## config.mk

```make
export PLATFORM = sky130hd
export DESIGN_NAME = sbc_config_lock_regs
export DESIGN_NICKNAME = d
export VERILOG_FILES = /design/src/include/sbc_cfg_pkg.sv /design/src/design/pin_sync.sv /design/src/design/sbc_config_lock_regs.sv
export VERILOG_INCLUDE_DIRS = /design/src /design/src/include
export SDC_FILE = /design/constraint.sdc
export NUM_CORES = 1
export LEC_CHECK = 0
export CORE_MARGIN = 3
export CORE_UTILIZATION = 31
export CTS_BUF_LIST = sky130_fd_sc_hd__clkbuf_4
export CTS_CLUSTER_SIZE = 24
export DETAILED_ROUTE_END_ITERATION = 16
export DONT_BUFFER_PORTS = 1
export HOLD_SLACK_MARGIN = 0.12
export PLACE_DENSITY = 0.44
export REMOVE_ABC_BUFFERS = 1
export SLEW_MARGIN = 25
export SYNTH_ARGS = -nofsm -noshare
export SYNTH_HDL_FRONTEND = slang
export SYNTH_HIERARCHICAL = 1
export SYNTH_SLANG_ARGS = --single-unit
```

## constraint.sdc

```tcl
create_clock -name clk -period 2.28 [get_ports clk]
set_input_delay 0.456 -clock clk [delete_from_list [all_inputs] [get_ports clk]]
set_output_delay 0.456 -clock clk [all_outputs]
set_load 0.05 [all_outputs]
```

## src/include/sbc_cfg_consts.svh

```systemverilog
// Purpose: register indices, field positions, reset values and timing figures
// Assumes: byte address of a register is four times its index
// Notes: definitions only
`ifndef SBC_CFG_CONSTS_SVH
`define SBC_CFG_CONSTS_SVH

// register indices
`define IDX_SWITCH_LOCK 6'h0f
`define IDX_PIN_FUNC 6'h17
`define IDX_PWM_DUTY 6'h18
`define IDX_SOFT_CTRL 6'h30
`define IDX_STATUS 6'h31

// switching and lock control fields
`define SWLK_POR 8'h40
`define SWLK_WMASK 8'hfd
`define FREQ_MSB 7
`define FREQ_LSB 5
`define FREQ_RSVD_BIT 7
`define PEAK_BIT 4
`define SS_MSB 3
`define SS_LSB 2
`define LOCK1_BIT 0

// pin function codes
`define PINF_POR 3'h0
`define PF_CYCLIC 3'h3
`define PF_OFF 3'h4
`define PF_WAKE 3'h5
`define PF_PWM_LS 3'h6
`define PF_PWM_HS 3'h7
`define PF_FAIL_MAX 3'h2

// duty setting
`define DUTY_POR 8'h00
`define DUTY_FULL 8'hff
`define PWM_CNT_MAX 8'hfe

// soft control and status bits
`define SOFT_RST_BIT 0
`define ST_LOCK1_BIT 0
`define ST_LOCK0_BIT 1
`define ST_VALID_BIT 2
`define ST_FAILSAFE_BIT 3
`define ST_PWM_BIT 4

// bus answers
`define RESP_OKAY 2'h0
`define RESP_SLVERR 2'h2

// timing
`define CLK_FREQ_KHZ 20000
`define EXT_RESET_DELAY_US 100
`define EXT_RESET_DELAY_CYC ((`EXT_RESET_DELAY_US * `CLK_FREQ_KHZ) / 1000)

// synchroniser depth
`define SYNC_STAGES 3

`endif

```

## src/include/sbc_cfg_pkg.sv

```systemverilog
// Purpose: shared types of the configuration register slice
// Assumes: constants live in sbc_cfg_consts.svh
// Notes: states carry no explicit codes
package sbc_cfg_pkg;

  typedef enum logic {
    DLY_WAIT,
    DLY_DONE
  } dly_state_type;

endpackage

```

## src/design/pin_sync.sv

```systemverilog
// Purpose: three-stage pin synchroniser with agreement filter and rise pulse
// Assumes: pin is asynchronous to clk
// Notes: a change counts once stage two and stage three agree
`timescale 1ns/100ps
`default_nettype none

module pin_sync #(
  parameter logic RESET_LEVEL = 1'b1
) (
  // clock and reset
  input wire logic clk,
  input wire logic rst_n,
  // pin side
  input wire logic pinIn,
  // synchronous side
  output logic level,
  output logic rise
);

  logic meta_q;
  logic stage2_q;
  logic stage3_q;
  logic level_q;
  logic rise_q;

  // meta_q feeds stage2_q only
  always_ff @(posedge clk) begin
    if (!rst_n) begin
      meta_q <= RESET_LEVEL;
      stage2_q <= RESET_LEVEL;
      stage3_q <= RESET_LEVEL;
    end else begin
      meta_q <= pinIn;
      stage2_q <= meta_q;
      stage3_q <= stage2_q;
    end
  end

  always_ff @(posedge clk) begin
    if (!rst_n) begin
      level_q <= RESET_LEVEL;
      rise_q <= 1'b0;
    end else begin
      rise_q <= 1'b0;
      if (stage2_q == stage3_q && stage3_q != level_q) begin
        level_q <= stage3_q;
        rise_q <= stage3_q;
      end
    end
  end

  assign level = level_q;
  assign rise = rise_q;

endmodule // pin_sync

`default_nettype wire

```

## src/design/sbc_config_lock_regs.sv

```systemverilog
// Purpose: switching/lock control, pin function and duty registers over AXI4-Lite
// Assumes: rst_n is the supply power-on reset; restartEvt and cfgLock0 are same-clock
// Notes: byte address = 4 x register index; unmapped accesses answer SLVERR
// Notes on behaviour
// - level-0 lock blocks pin function writes
// - soft reset leaves locked bits untouched
// - level-1 lock freezes lockable switching bits
// - level-1 lock activates on chip-select rise
// - active lock bit frozen until power-on
// - frequency code 000..011, upper codes reserved
// - bit 4 selects high peak threshold
// - spread field: off or three rates
// - reserved bits always read zero
// - pin function codes decoded to modes
// - pin function kept on soft reset if locked
// - wake input is wake source in fail-safe
// - duty zero off, all ones on, else n/255
// - duty cleared on power-on/soft, kept restart
// - switching register kept on restart/soft reset
// - settings flagged valid (configValid) after extended reset delay
// - level-0 lock is input from neighbour register
`timescale 1ns/100ps
`default_nettype none
`include "sbc_cfg_consts.svh"

module sbc_config_lock_regs #(
  parameter int RESET_DELAY_CYCLES = `EXT_RESET_DELAY_CYC
) (
  // clock and reset
  input wire logic clk,
  input wire logic rst_n,
  // axi4-lite write address
  input wire logic awvalid,
  output logic awready,
  input wire logic [7:0] awaddr,
  input wire logic [2:0] awprot,
  // axi4-lite write data
  input wire logic wvalid,
  output logic wready,
  input wire logic [31:0] wdata,
  input wire logic [3:0] wstrb,
  // axi4-lite write response
  output logic bvalid,
  input wire logic bready,
  output logic [1:0] bresp,
  // axi4-lite read address
  input wire logic arvalid,
  output logic arready,
  input wire logic [7:0] araddr,
  input wire logic [2:0] arprot,
  // axi4-lite read data
  output logic rvalid,
  input wire logic rready,
  output logic [31:0] rdata,
  output logic [1:0] rresp,
  // serial interface and chip state
  input wire logic chip_select_n,
  input wire logic cfgLock0,
  input wire logic restartEvt,
  input wire logic failSafeMode,
  // decoded switching settings
  output logic [2:0] switching_freq_sel,
  output logic freqReserved,
  output logic supply_peak_threshold_sel,
  output logic [1:0] spread_mod_rate,
  output logic lock1Active,
  output logic configValid,
  // decoded pin function
  output logic fail_output,
  output logic cyclicSenseSel,
  output logic pinOff,
  output logic wakeInputSel,
  output logic wakeSourceEn,
  output logic pwmLowSideOn,
  output logic pwmHighSideOn
);

  if (RESET_DELAY_CYCLES < 1) begin : gChk
    $error("RESET_DELAY_CYCLES must be at least one");
  end

  function automatic logic [5:0] regIdx(input logic [7:0] addr);
    regIdx = addr[7:2];
  endfunction

  function automatic logic isMapped(input logic [5:0] idx);
    isMapped = (idx == `IDX_SWITCH_LOCK) || (idx == `IDX_PIN_FUNC) ||
               (idx == `IDX_PWM_DUTY) || (idx == `IDX_SOFT_CTRL) || (idx == `IDX_STATUS);
  endfunction

  // register state
  logic [7:0] swLock_q;
  logic [2:0] pinFunc_q;
  logic [7:0] duty_q;
  logic lock1Active_q;

  // bus state
  logic awHeld_q;
  logic [7:0] awAddr_q;
  logic wHeld_q;
  logic [7:0] wData_q;
  logic wLane0_q;
  logic bvalid_q;
  logic [1:0] bresp_q;
  logic rvalid_q;
  logic [31:0] rdata_q;
  logic [1:0] rresp_q;

  // chip-select rise
  logic csRise;

  pin_sync #(
    .RESET_LEVEL(1'b1)
  ) uCsSync (
    .clk(clk),
    .rst_n(rst_n),
    .pinIn(chip_select_n),
    .level(),
    .rise(csRise)
  );

  // write channel: address and data taken in either order
  logic doWrite;
  logic [5:0] wIdx;
  logic wrSwLock;
  logic wrPinFunc;
  logic wrDuty;
  logic softRst;

  assign awready = !awHeld_q && !bvalid_q;
  assign wready = !wHeld_q && !bvalid_q;
  assign doWrite = awHeld_q && wHeld_q && !bvalid_q;
  assign wIdx = regIdx(awAddr_q);
  assign wrSwLock = doWrite && wLane0_q && (wIdx == `IDX_SWITCH_LOCK);
  assign wrPinFunc = doWrite && wLane0_q && (wIdx == `IDX_PIN_FUNC);
  assign wrDuty = doWrite && wLane0_q && (wIdx == `IDX_PWM_DUTY);
  assign softRst = doWrite && wLane0_q && (wIdx == `IDX_SOFT_CTRL) &&
                   wData_q[`SOFT_RST_BIT];

  always_ff @(posedge clk) begin
    if (!rst_n) begin
      awHeld_q <= 1'b0;
      awAddr_q <= 8'h00;
    end else if (awvalid && awready) begin
      awHeld_q <= 1'b1;
      awAddr_q <= awaddr;
    end else if (doWrite) begin
      awHeld_q <= 1'b0;
    end
  end

  always_ff @(posedge clk) begin
    if (!rst_n) begin
      wHeld_q <= 1'b0;
      wData_q <= 8'h00;
      wLane0_q <= 1'b0;
    end else if (wvalid && wready) begin
      wHeld_q <= 1'b1;
      wData_q <= wdata[7:0];
      wLane0_q <= wstrb[0];
    end else if (doWrite) begin
      wHeld_q <= 1'b0;
    end
  end

  always_ff @(posedge clk) begin
    if (!rst_n) begin
      bvalid_q <= 1'b0;
      bresp_q <= `RESP_OKAY;
    end else if (doWrite) begin
      bvalid_q <= 1'b1;
      bresp_q <= isMapped(wIdx) ? `RESP_OKAY : `RESP_SLVERR;
    end else if (bvalid_q && bready) begin
      bvalid_q <= 1'b0;
    end
  end

  assign bvalid = bvalid_q;
  assign bresp = bresp_q;

  // switching and lock control: power-on value only, kept otherwise
  always_ff @(posedge clk) begin
    if (!rst_n) begin
      swLock_q <= `SWLK_POR;
    end else if (wrSwLock && !lock1Active_q) begin
      // frozen wholly once the lock is live, lock bit included
      swLock_q <= wData_q & `SWLK_WMASK;
    end
  end

  // lock goes live on the chip-select rise after the bit was written
  always_ff @(posedge clk) begin
    if (!rst_n) begin
      lock1Active_q <= 1'b0;
    end else if (csRise && swLock_q[`LOCK1_BIT]) begin
      lock1Active_q <= 1'b1;
    end
  end

  // pin function: restart keeps the live mode, soft reset defaults unless locked
  always_ff @(posedge clk) begin
    if (!rst_n) begin
      pinFunc_q <= `PINF_POR;
    end else if (restartEvt) begin
      pinFunc_q <= pinFunc_q;
    end else if (softRst) begin
      if (!cfgLock0) begin
        pinFunc_q <= `PINF_POR;
      end
    end else if (wrPinFunc && !cfgLock0) begin
      // host must drop the level-0 lock first; locked writes vanish
      pinFunc_q <= wData_q[2:0];
    end
  end

  // duty: cleared by power-on and soft reset, kept over restart
  always_ff @(posedge clk) begin
    if (!rst_n) begin
      duty_q <= `DUTY_POR;
    end else if (softRst) begin
      duty_q <= `DUTY_POR;
    end else if (wrDuty) begin
      duty_q <= wData_q;
    end
  end

  // extended reset delay after power-up or restart
  sbc_cfg_pkg::dly_state_type dlyState_q;
  logic [31:0] dlyCnt_q;

  always_ff @(posedge clk) begin
    if (!rst_n) begin
      dlyState_q <= sbc_cfg_pkg::DLY_WAIT;
      dlyCnt_q <= 32'h00000000;
    end else if (restartEvt) begin
      dlyState_q <= sbc_cfg_pkg::DLY_WAIT;
      dlyCnt_q <= 32'h00000000;
    end else begin
      case (dlyState_q)
        sbc_cfg_pkg::DLY_WAIT: begin
          if (dlyCnt_q == 32'(RESET_DELAY_CYCLES - 1)) begin
            dlyState_q <= sbc_cfg_pkg::DLY_DONE;
          end else begin
            dlyCnt_q <= dlyCnt_q + 32'h00000001;
          end
        end
        sbc_cfg_pkg::DLY_DONE: begin
          dlyState_q <= sbc_cfg_pkg::DLY_DONE;
        end
        default: begin
          dlyState_q <= sbc_cfg_pkg::DLY_WAIT;
        end
      endcase
    end
  end

  // pwm: 255-step period, new duty taken at period end
  logic [7:0] pwmCnt_q;
  logic [7:0] dutyLive_q;
  logic pwmLevel_q;

  always_ff @(posedge clk) begin
    if (!rst_n) begin
      pwmCnt_q <= 8'h00;
      dutyLive_q <= `DUTY_POR;
    end else if (pwmCnt_q == `PWM_CNT_MAX) begin
      pwmCnt_q <= 8'h00;
      dutyLive_q <= duty_q;
    end else begin
      pwmCnt_q <= pwmCnt_q + 8'h01;
    end
  end

  always_ff @(posedge clk) begin
    if (!rst_n) begin
      pwmLevel_q <= 1'b0;
    end else begin
      pwmLevel_q <= (dutyLive_q == `DUTY_FULL) || (pwmCnt_q < dutyLive_q);
    end
  end

  // read channel, one cycle answer
  logic [5:0] rIdx;
  logic [7:0] rByte;

  assign rIdx = regIdx(araddr);
  assign arready = !rvalid_q;

  always_comb begin
    rByte = 8'h00;
    case (rIdx)
      `IDX_SWITCH_LOCK: rByte = swLock_q & `SWLK_WMASK;
      `IDX_PIN_FUNC: rByte = {5'h00, pinFunc_q};
      `IDX_PWM_DUTY: rByte = duty_q;
      `IDX_STATUS: begin
        rByte[`ST_LOCK1_BIT] = lock1Active_q;
        rByte[`ST_LOCK0_BIT] = cfgLock0;
        rByte[`ST_VALID_BIT] = (dlyState_q == sbc_cfg_pkg::DLY_DONE);
        rByte[`ST_FAILSAFE_BIT] = failSafeMode;
        rByte[`ST_PWM_BIT] = pwmLevel_q;
      end
      default: rByte = 8'h00;
    endcase
  end

  always_ff @(posedge clk) begin
    if (!rst_n) begin
      rvalid_q <= 1'b0;
      rdata_q <= 32'h00000000;
      rresp_q <= `RESP_OKAY;
    end else if (arvalid && arready) begin
      rvalid_q <= 1'b1;
      rdata_q <= {24'h000000, rByte};
      rresp_q <= isMapped(rIdx) ? `RESP_OKAY : `RESP_SLVERR;
    end else if (rvalid_q && rready) begin
      rvalid_q <= 1'b0;
    end
  end

  assign rvalid = rvalid_q;
  assign rdata = rdata_q;
  assign rresp = rresp_q;

  // decoded settings, registered
  always_ff @(posedge clk) begin
    if (!rst_n) begin
      switching_freq_sel <= 3'(`SWLK_POR >> `FREQ_LSB);
      freqReserved <= 1'b0;
      supply_peak_threshold_sel <= 1'b0;
      spread_mod_rate <= 2'h0;
      lock1Active <= 1'b0;
      configValid <= 1'b0;
    end else begin
      switching_freq_sel <= swLock_q[`FREQ_MSB:`FREQ_LSB];
      freqReserved <= swLock_q[`FREQ_RSVD_BIT];
      supply_peak_threshold_sel <= swLock_q[`PEAK_BIT];
      spread_mod_rate <= swLock_q[`SS_MSB:`SS_LSB];
      lock1Active <= lock1Active_q;
      configValid <= (dlyState_q == sbc_cfg_pkg::DLY_DONE);
    end
  end

  always_ff @(posedge clk) begin
    if (!rst_n) begin
      fail_output <= 1'b1;
      cyclicSenseSel <= 1'b0;
      pinOff <= 1'b0;
      wakeInputSel <= 1'b0;
      wakeSourceEn <= 1'b0;
      pwmLowSideOn <= 1'b0;
      pwmHighSideOn <= 1'b0;
    end else begin
      fail_output <= (pinFunc_q <= `PF_FAIL_MAX);
      cyclicSenseSel <= (pinFunc_q == `PF_CYCLIC);
      pinOff <= (pinFunc_q == `PF_OFF);
      wakeInputSel <= (pinFunc_q == `PF_WAKE);
      wakeSourceEn <= (pinFunc_q == `PF_WAKE) && failSafeMode;
      pwmLowSideOn <= (pinFunc_q == `PF_PWM_LS) && pwmLevel_q;
      pwmHighSideOn <= (pinFunc_q == `PF_PWM_HS) && pwmLevel_q;
    end
  end

endmodule // sbc_config_lock_regs

`default_nettype wire

```

# == After elaboration in Yosys (flattened, before gate mapping) ==
# Index checks and enable logic that the tools add are counted.
# totals
output_inout_bits,57
in_bits,69
register_bits,123
elab_cells,130
# classes
mux,16
n_lt_le_gt_ge,2
add_sub_neg,2
bitwise,4
eq_ne,21
reduce_logical,48
# ops
operator,n
$add 32x1->32 const B,1
$eq 32x11->1 const B,1
$eq 6x5->1 const B,4
$eq 6x6->1 const B,4
$logic_and 1x1->1,22
$pmux 5 s4,1
$eq 8x8->1 const B,2
$eq 3x3->1 const B,4
$eq 6x4->1 const B,2
$reduce_bool 2->1,5
$logic_or 1x1->1,9
$mux 3,3
$add 8x1->8 const B,1
$lt 8x8->1,1
$mux 1,8
$logic_not 1->1,6
$pmux 3 s2,1
$reduce_or 2->1,3
$mux 2,2
$not 1->1,4
$reduce_and 2->1,2
$eq 3x2->1 const B,1
$le 3x2->1 const B,1
$reduce_and 3->1,1
other kinds (4),4

# == Logic depth before layout (Yosys ltp) ==
# depth
depth_word,7
ltp_mapped,7
depth_no_buf,6

# == Cells and area by module ==
# Netlist, hierarchy kept.
# by_module_without_submodules
mod,area_per_inst_um2,cells_each,n_inst,seq_area_each_um2
sbc_config_lock_regs,5158.7,570,1,2262.2
pin_sync,142.6,12,1,100.1

# == Least setup slack after synthesis ==
# No wires, ideal clock.
# synth_timing
kind,register to register
from,"register bvalid_q, in the netlist bvalid"
to,register awAddr_q[2]
stages_incl_launch_ff,6
path_slack_ns,0.110
arrival_ns,2.053
required_time_ns,2.164
synth_period_minus_slack_ns,2.170
setup_ns,0.116
path_cell_list,dfxtp_1 -> nor2_1 -> and2_1 -> clkbuf_1 -> mux2i_1 -> nor2b_1
# synth_between
elab_chain_cells,3
# synth_rtl
item,line_no,text
"start, declared",sbc_config_lock_regs.sv:103,logic bvalid_q;
"start signal, assigned",sbc_config_lock_regs.sv:168,bvalid_q <= 1'b0;
"start signal, assigned",sbc_config_lock_regs.sv:171,bvalid_q <= 1'b1;
"start signal, assigned",sbc_config_lock_regs.sv:174,bvalid_q <= 1'b0;
$logic_not 1->1,sbc_config_lock_regs.sv:130,assign awready = !awHeld_q && !bvalid_q;
$logic_and 1x1->1,sbc_config_lock_regs.sv:130,
named net awready,sbc_config_lock_regs.sv:34,"output logic awready,"
$logic_and 1x1->1,sbc_config_lock_regs.sv:144,end else if (awvalid && awready) begin
"end signal, assigned",sbc_config_lock_regs.sv:146,awAddr_q <= awaddr;
"end, declared",sbc_config_lock_regs.sv:99,logic [7:0] awAddr_q;
# The timed path passes the listed nets, and every way through them passes these cells.
# A chain may end at the register's enable or synchronous reset.

# == Worst setup path after layout ==
# layout_timing
from,"register bvalid_q, in the netlist bvalid"
to,output port wready
# layout_between
elab_chain_cells,2
# layout_rtl
item,line_no,text
$logic_not 1->1,sbc_config_lock_regs.sv:131,assign wready = !wHeld_q && !bvalid_q;
$logic_and 1x1->1,sbc_config_lock_regs.sv:131,
"end, declared",sbc_config_lock_regs.sv:39,"output logic wready,"
# Every way passes these cells.

==> impl_metrics.ini <==
[outcome]
status = complete, no violations

[global_route]
grt_max_degree = 66
antenna_found_initial = 0
grt_pass1_wl_microns = 18830
grt_remaining_overflow = 0
grt_pass1_vias = 3648
track_usage = 0.1307

[cells_and_area]
final_util = 0.3528
nets = 685
antenna_cells = 0
syn_to_final_growth_pct = 10.74
postLayoutCellArea_sq_um = 5871
final_cells = 839
final.fill_count = 1725
layout-drive-gt1-share = 0.07593

[yosys]
synthCells = 582
syn_avg_cell_area_sq_um = 9.109
ys_ff_latch = 118
synth_edf_count = 0
netlist_area_sq_um = 5301
yosysMostFrequentCell = dfxtp_1
yosysWarningCount = 6
synth.distinct_cells = 55
ys_top_cells_by_count = dfxtp_1, nor2_1, nand2_1, mux2i_1
synth_top_area_share = 0.4456
seq_area_frac_synth = 0.4456
async_reset_ff_frac = 0
synth_area_leaders = dfxtp_1, mux2i_1, xnor2_1
ys.flop_type = dfxtp_1
synth_top_area_cell = dfxtp_1

[cts]
cts_buffer_depth = 2
insertion_delay_ns = 0.50
cts_buffers = 17
clock_sinks = 118
root_buffer = clkbuf_4
path_clk_slew_ns = 0.10
htreeDepth = 4
cts_tree = yes

[floorplan]
initial_core_util = 0.3185
io_pins = 126
die_y_microns = 136.8
dieArea_sq_um = 18710
rows = 47
core-area_sq_um = 16640
die_w_microns = 136.8

[sta]
hold_violations = 0
slew-limit-headroom = 0.5712
post-route-period-util = 0.8408
setup_viol = 0
rsz0062_at_grt = no
finalClockSkew_ns = 0.006562
fmax_ghz = 0.5217
final.setup.tns_ns = 0
period_needed_ns = 1.917
drv_slew = 0
worst_pin_slew_ns = 0.6432

[route]
wire_per_inst_microns = 14.27
drt_iter0_markers = 220
drc = 0
drt.antenna.violating_nets = 0
viasPerCell = 4.675
via_count = 3922
firstDrtPassIters = 5
routed_wl_microns = 11980

[min_path]
hold_class = in -> reg
holdCritStartpoint = araddr[2]

[setup_path]
crit_path_end_kind = output pin
timing_worst_setup_path_type = reg -> out
crit_fanout = 6
cpPeakStageDelay_ns = 0.32
cp-startpoint = bvalid$_SDFFE_PN0P_
regToRegStartpoint = dlyCnt_q[21]$_SDFFE_PP0P_
crit_path_cell_trace = buf_4 > nor2_1 > buf_4
slowest_stage = dfxtp_1
crit_top_cell = buf_4
cp-start-kind = flip-flop
arrival_ns = 1.46
cp.required_ns = 1.82

[power]
vdd_ir_drop_max_mv = 0.3056
total_power_uw = 3670
powerDensity_nw_per_um2 = 625.2
total_leakage_power_uw = 0.002104

[placed_design]
postPlaceCellArea_sq_um = 5446
gp_congestion = 0.7888
placed_cells = 786
hpwl_microns = 8453
port_buffers = 0

[flow_run]
cap_violations = 0
worst max-delay path, delay by kind of cell (launching register included):
family / cells / cell delay, ns
buffers and inverters: 2 / 0.43
DFF: 1 / 0.32
and+or+nand+nor: 1 / 0.20
final cells by class:
type | count | area (sq um) | share of cell area
multi-input cells | 416 | 2635 | 0.4488
flip-flops and latches | 118 | 2362 | 0.4024
repair buffers | 32 | 315.3 | 0.05371
well taps | 220 | 275.3 | 0.04689
clock buffers | 18 | 135.1 | 0.02302
inverters | 21 | 78.83 | 0.01343
clock inverters | 14 | 68.82 | 0.01172
state kept, by name, indices dropped and copies added (netlist names), 3 cells and up:
register            count
rdata                   8
switching_freq_sel      3
pwmCnt_q                8
wData_q                 8
pinFunc_q               3
dutyLive_q              8
swLock_q                7
dlyCnt_q               32
duty_q                  8
awAddr_q                6
layer usage:
| metal | GRT usage | share of wire |
|---|---|---|
| met5 | 0 | 0 |
| met4 | 0.03714 | 0.012 |
| met3 | 0.05515 | 0.063 |
| met2 | 0.2040 | 0.46 |
| met1 | 0.1657 | 0.46 |
worst paths after layout:
check / to / slack (ns) / cells past startpoint
max: wready / 0.36 / 3
min: rdata[1]$_SDFFE_PN0P_ / 0.18 / 2
min reg2reg: uCsSync/stage2_q$_SDFF_PN1_ / 0.44 / 1
max reg2reg: dlyCnt_q[1]$_SDFFE_PP0P_ / 0.38 / 5
metrics by stage:
stage	hold slack, ns	setup slack, ns
after CTS	0.1213	0.3287
after global placement	0.4113	0.3999
after global routing	0.1371	0.2169
after floorplan	0.3863	0.2249
final	0.1834	0.3631
after detailed placement	0.4107	0.4044
kinds of logic after synthesis:
| kind of cell | share of synthesized area |
|---|---|
| AO/OA/AOI/OAI | 0.08332 |
| XOR/XNOR | 0.05783 |
| adder cells (fa/ha/maj) | 0.02360 |
| buffers and inverters | 0.07505 |
| flip-flops | 0.4456 |
| multiplexers | 0.05476 |
| other | 0.0007074 |
| AND/OR/NAND/NOR | 0.2591 |
cell usage in the layout, fill, tap and decap left out, types with 2 or more instances in the layout:
master / netlist / layout
a32o_1: 3 / 3
clkinv_1: 0 / 5
or3_1: 5 / 5
and3b_1: 3 / 3
and4b_1: 4 / 4
nand4b_1: 3 / 3
dfxtp_1: 118 / 118
buf_12: 0 / 2
a21oi_1: 12 / 12
buf_4: 27 / 10
mux2i_1: 29 / 29
clkinv_2: 0 / 7
nor3_1: 19 / 19
nor2_1: 59 / 59
nand3_1: 24 / 24
inv_1: 21 / 21
nand3b_1: 3 / 3
xnor2_1: 27 / 27
nor3b_1: 6 / 6
o32ai_1: 2 / 2
ha_1: 10 / 10
nor2b_1: 26 / 26
a32oi_1: 4 / 4
and4_1: 5 / 5
and2_1: 11 / 11
xor2_1: 8 / 8
nand4_1: 7 / 7
clkbuf_4: 0 / 18
o22ai_1: 3 / 3
nor4_1: 8 / 8
a21boi_0: 13 / 13
nand2b_1: 9 / 9
o21ai_0: 15 / 15
a221oi_1: 3 / 3
nand2_1: 42 / 42
clkinvlp_4: 0 / 2
conb_1: 1 / 26
and3_1: 10 / 10
dlygate4sd3_1: 0 / 20
power by group:
group	total (uW)	switching, uW	internal [uW]
Sequential	2160	63.9	2100
Combinational	334	229	105
Clock	1170	763	408
repair_timing:
item | in CTS | in global routing
endpoints found under the hold margin | 68 | 0
resized for setup | 0 | 0
buffers inserted | 0 | 0
hold buffers | 21 | 0
(Power assumes the default switching activity.)
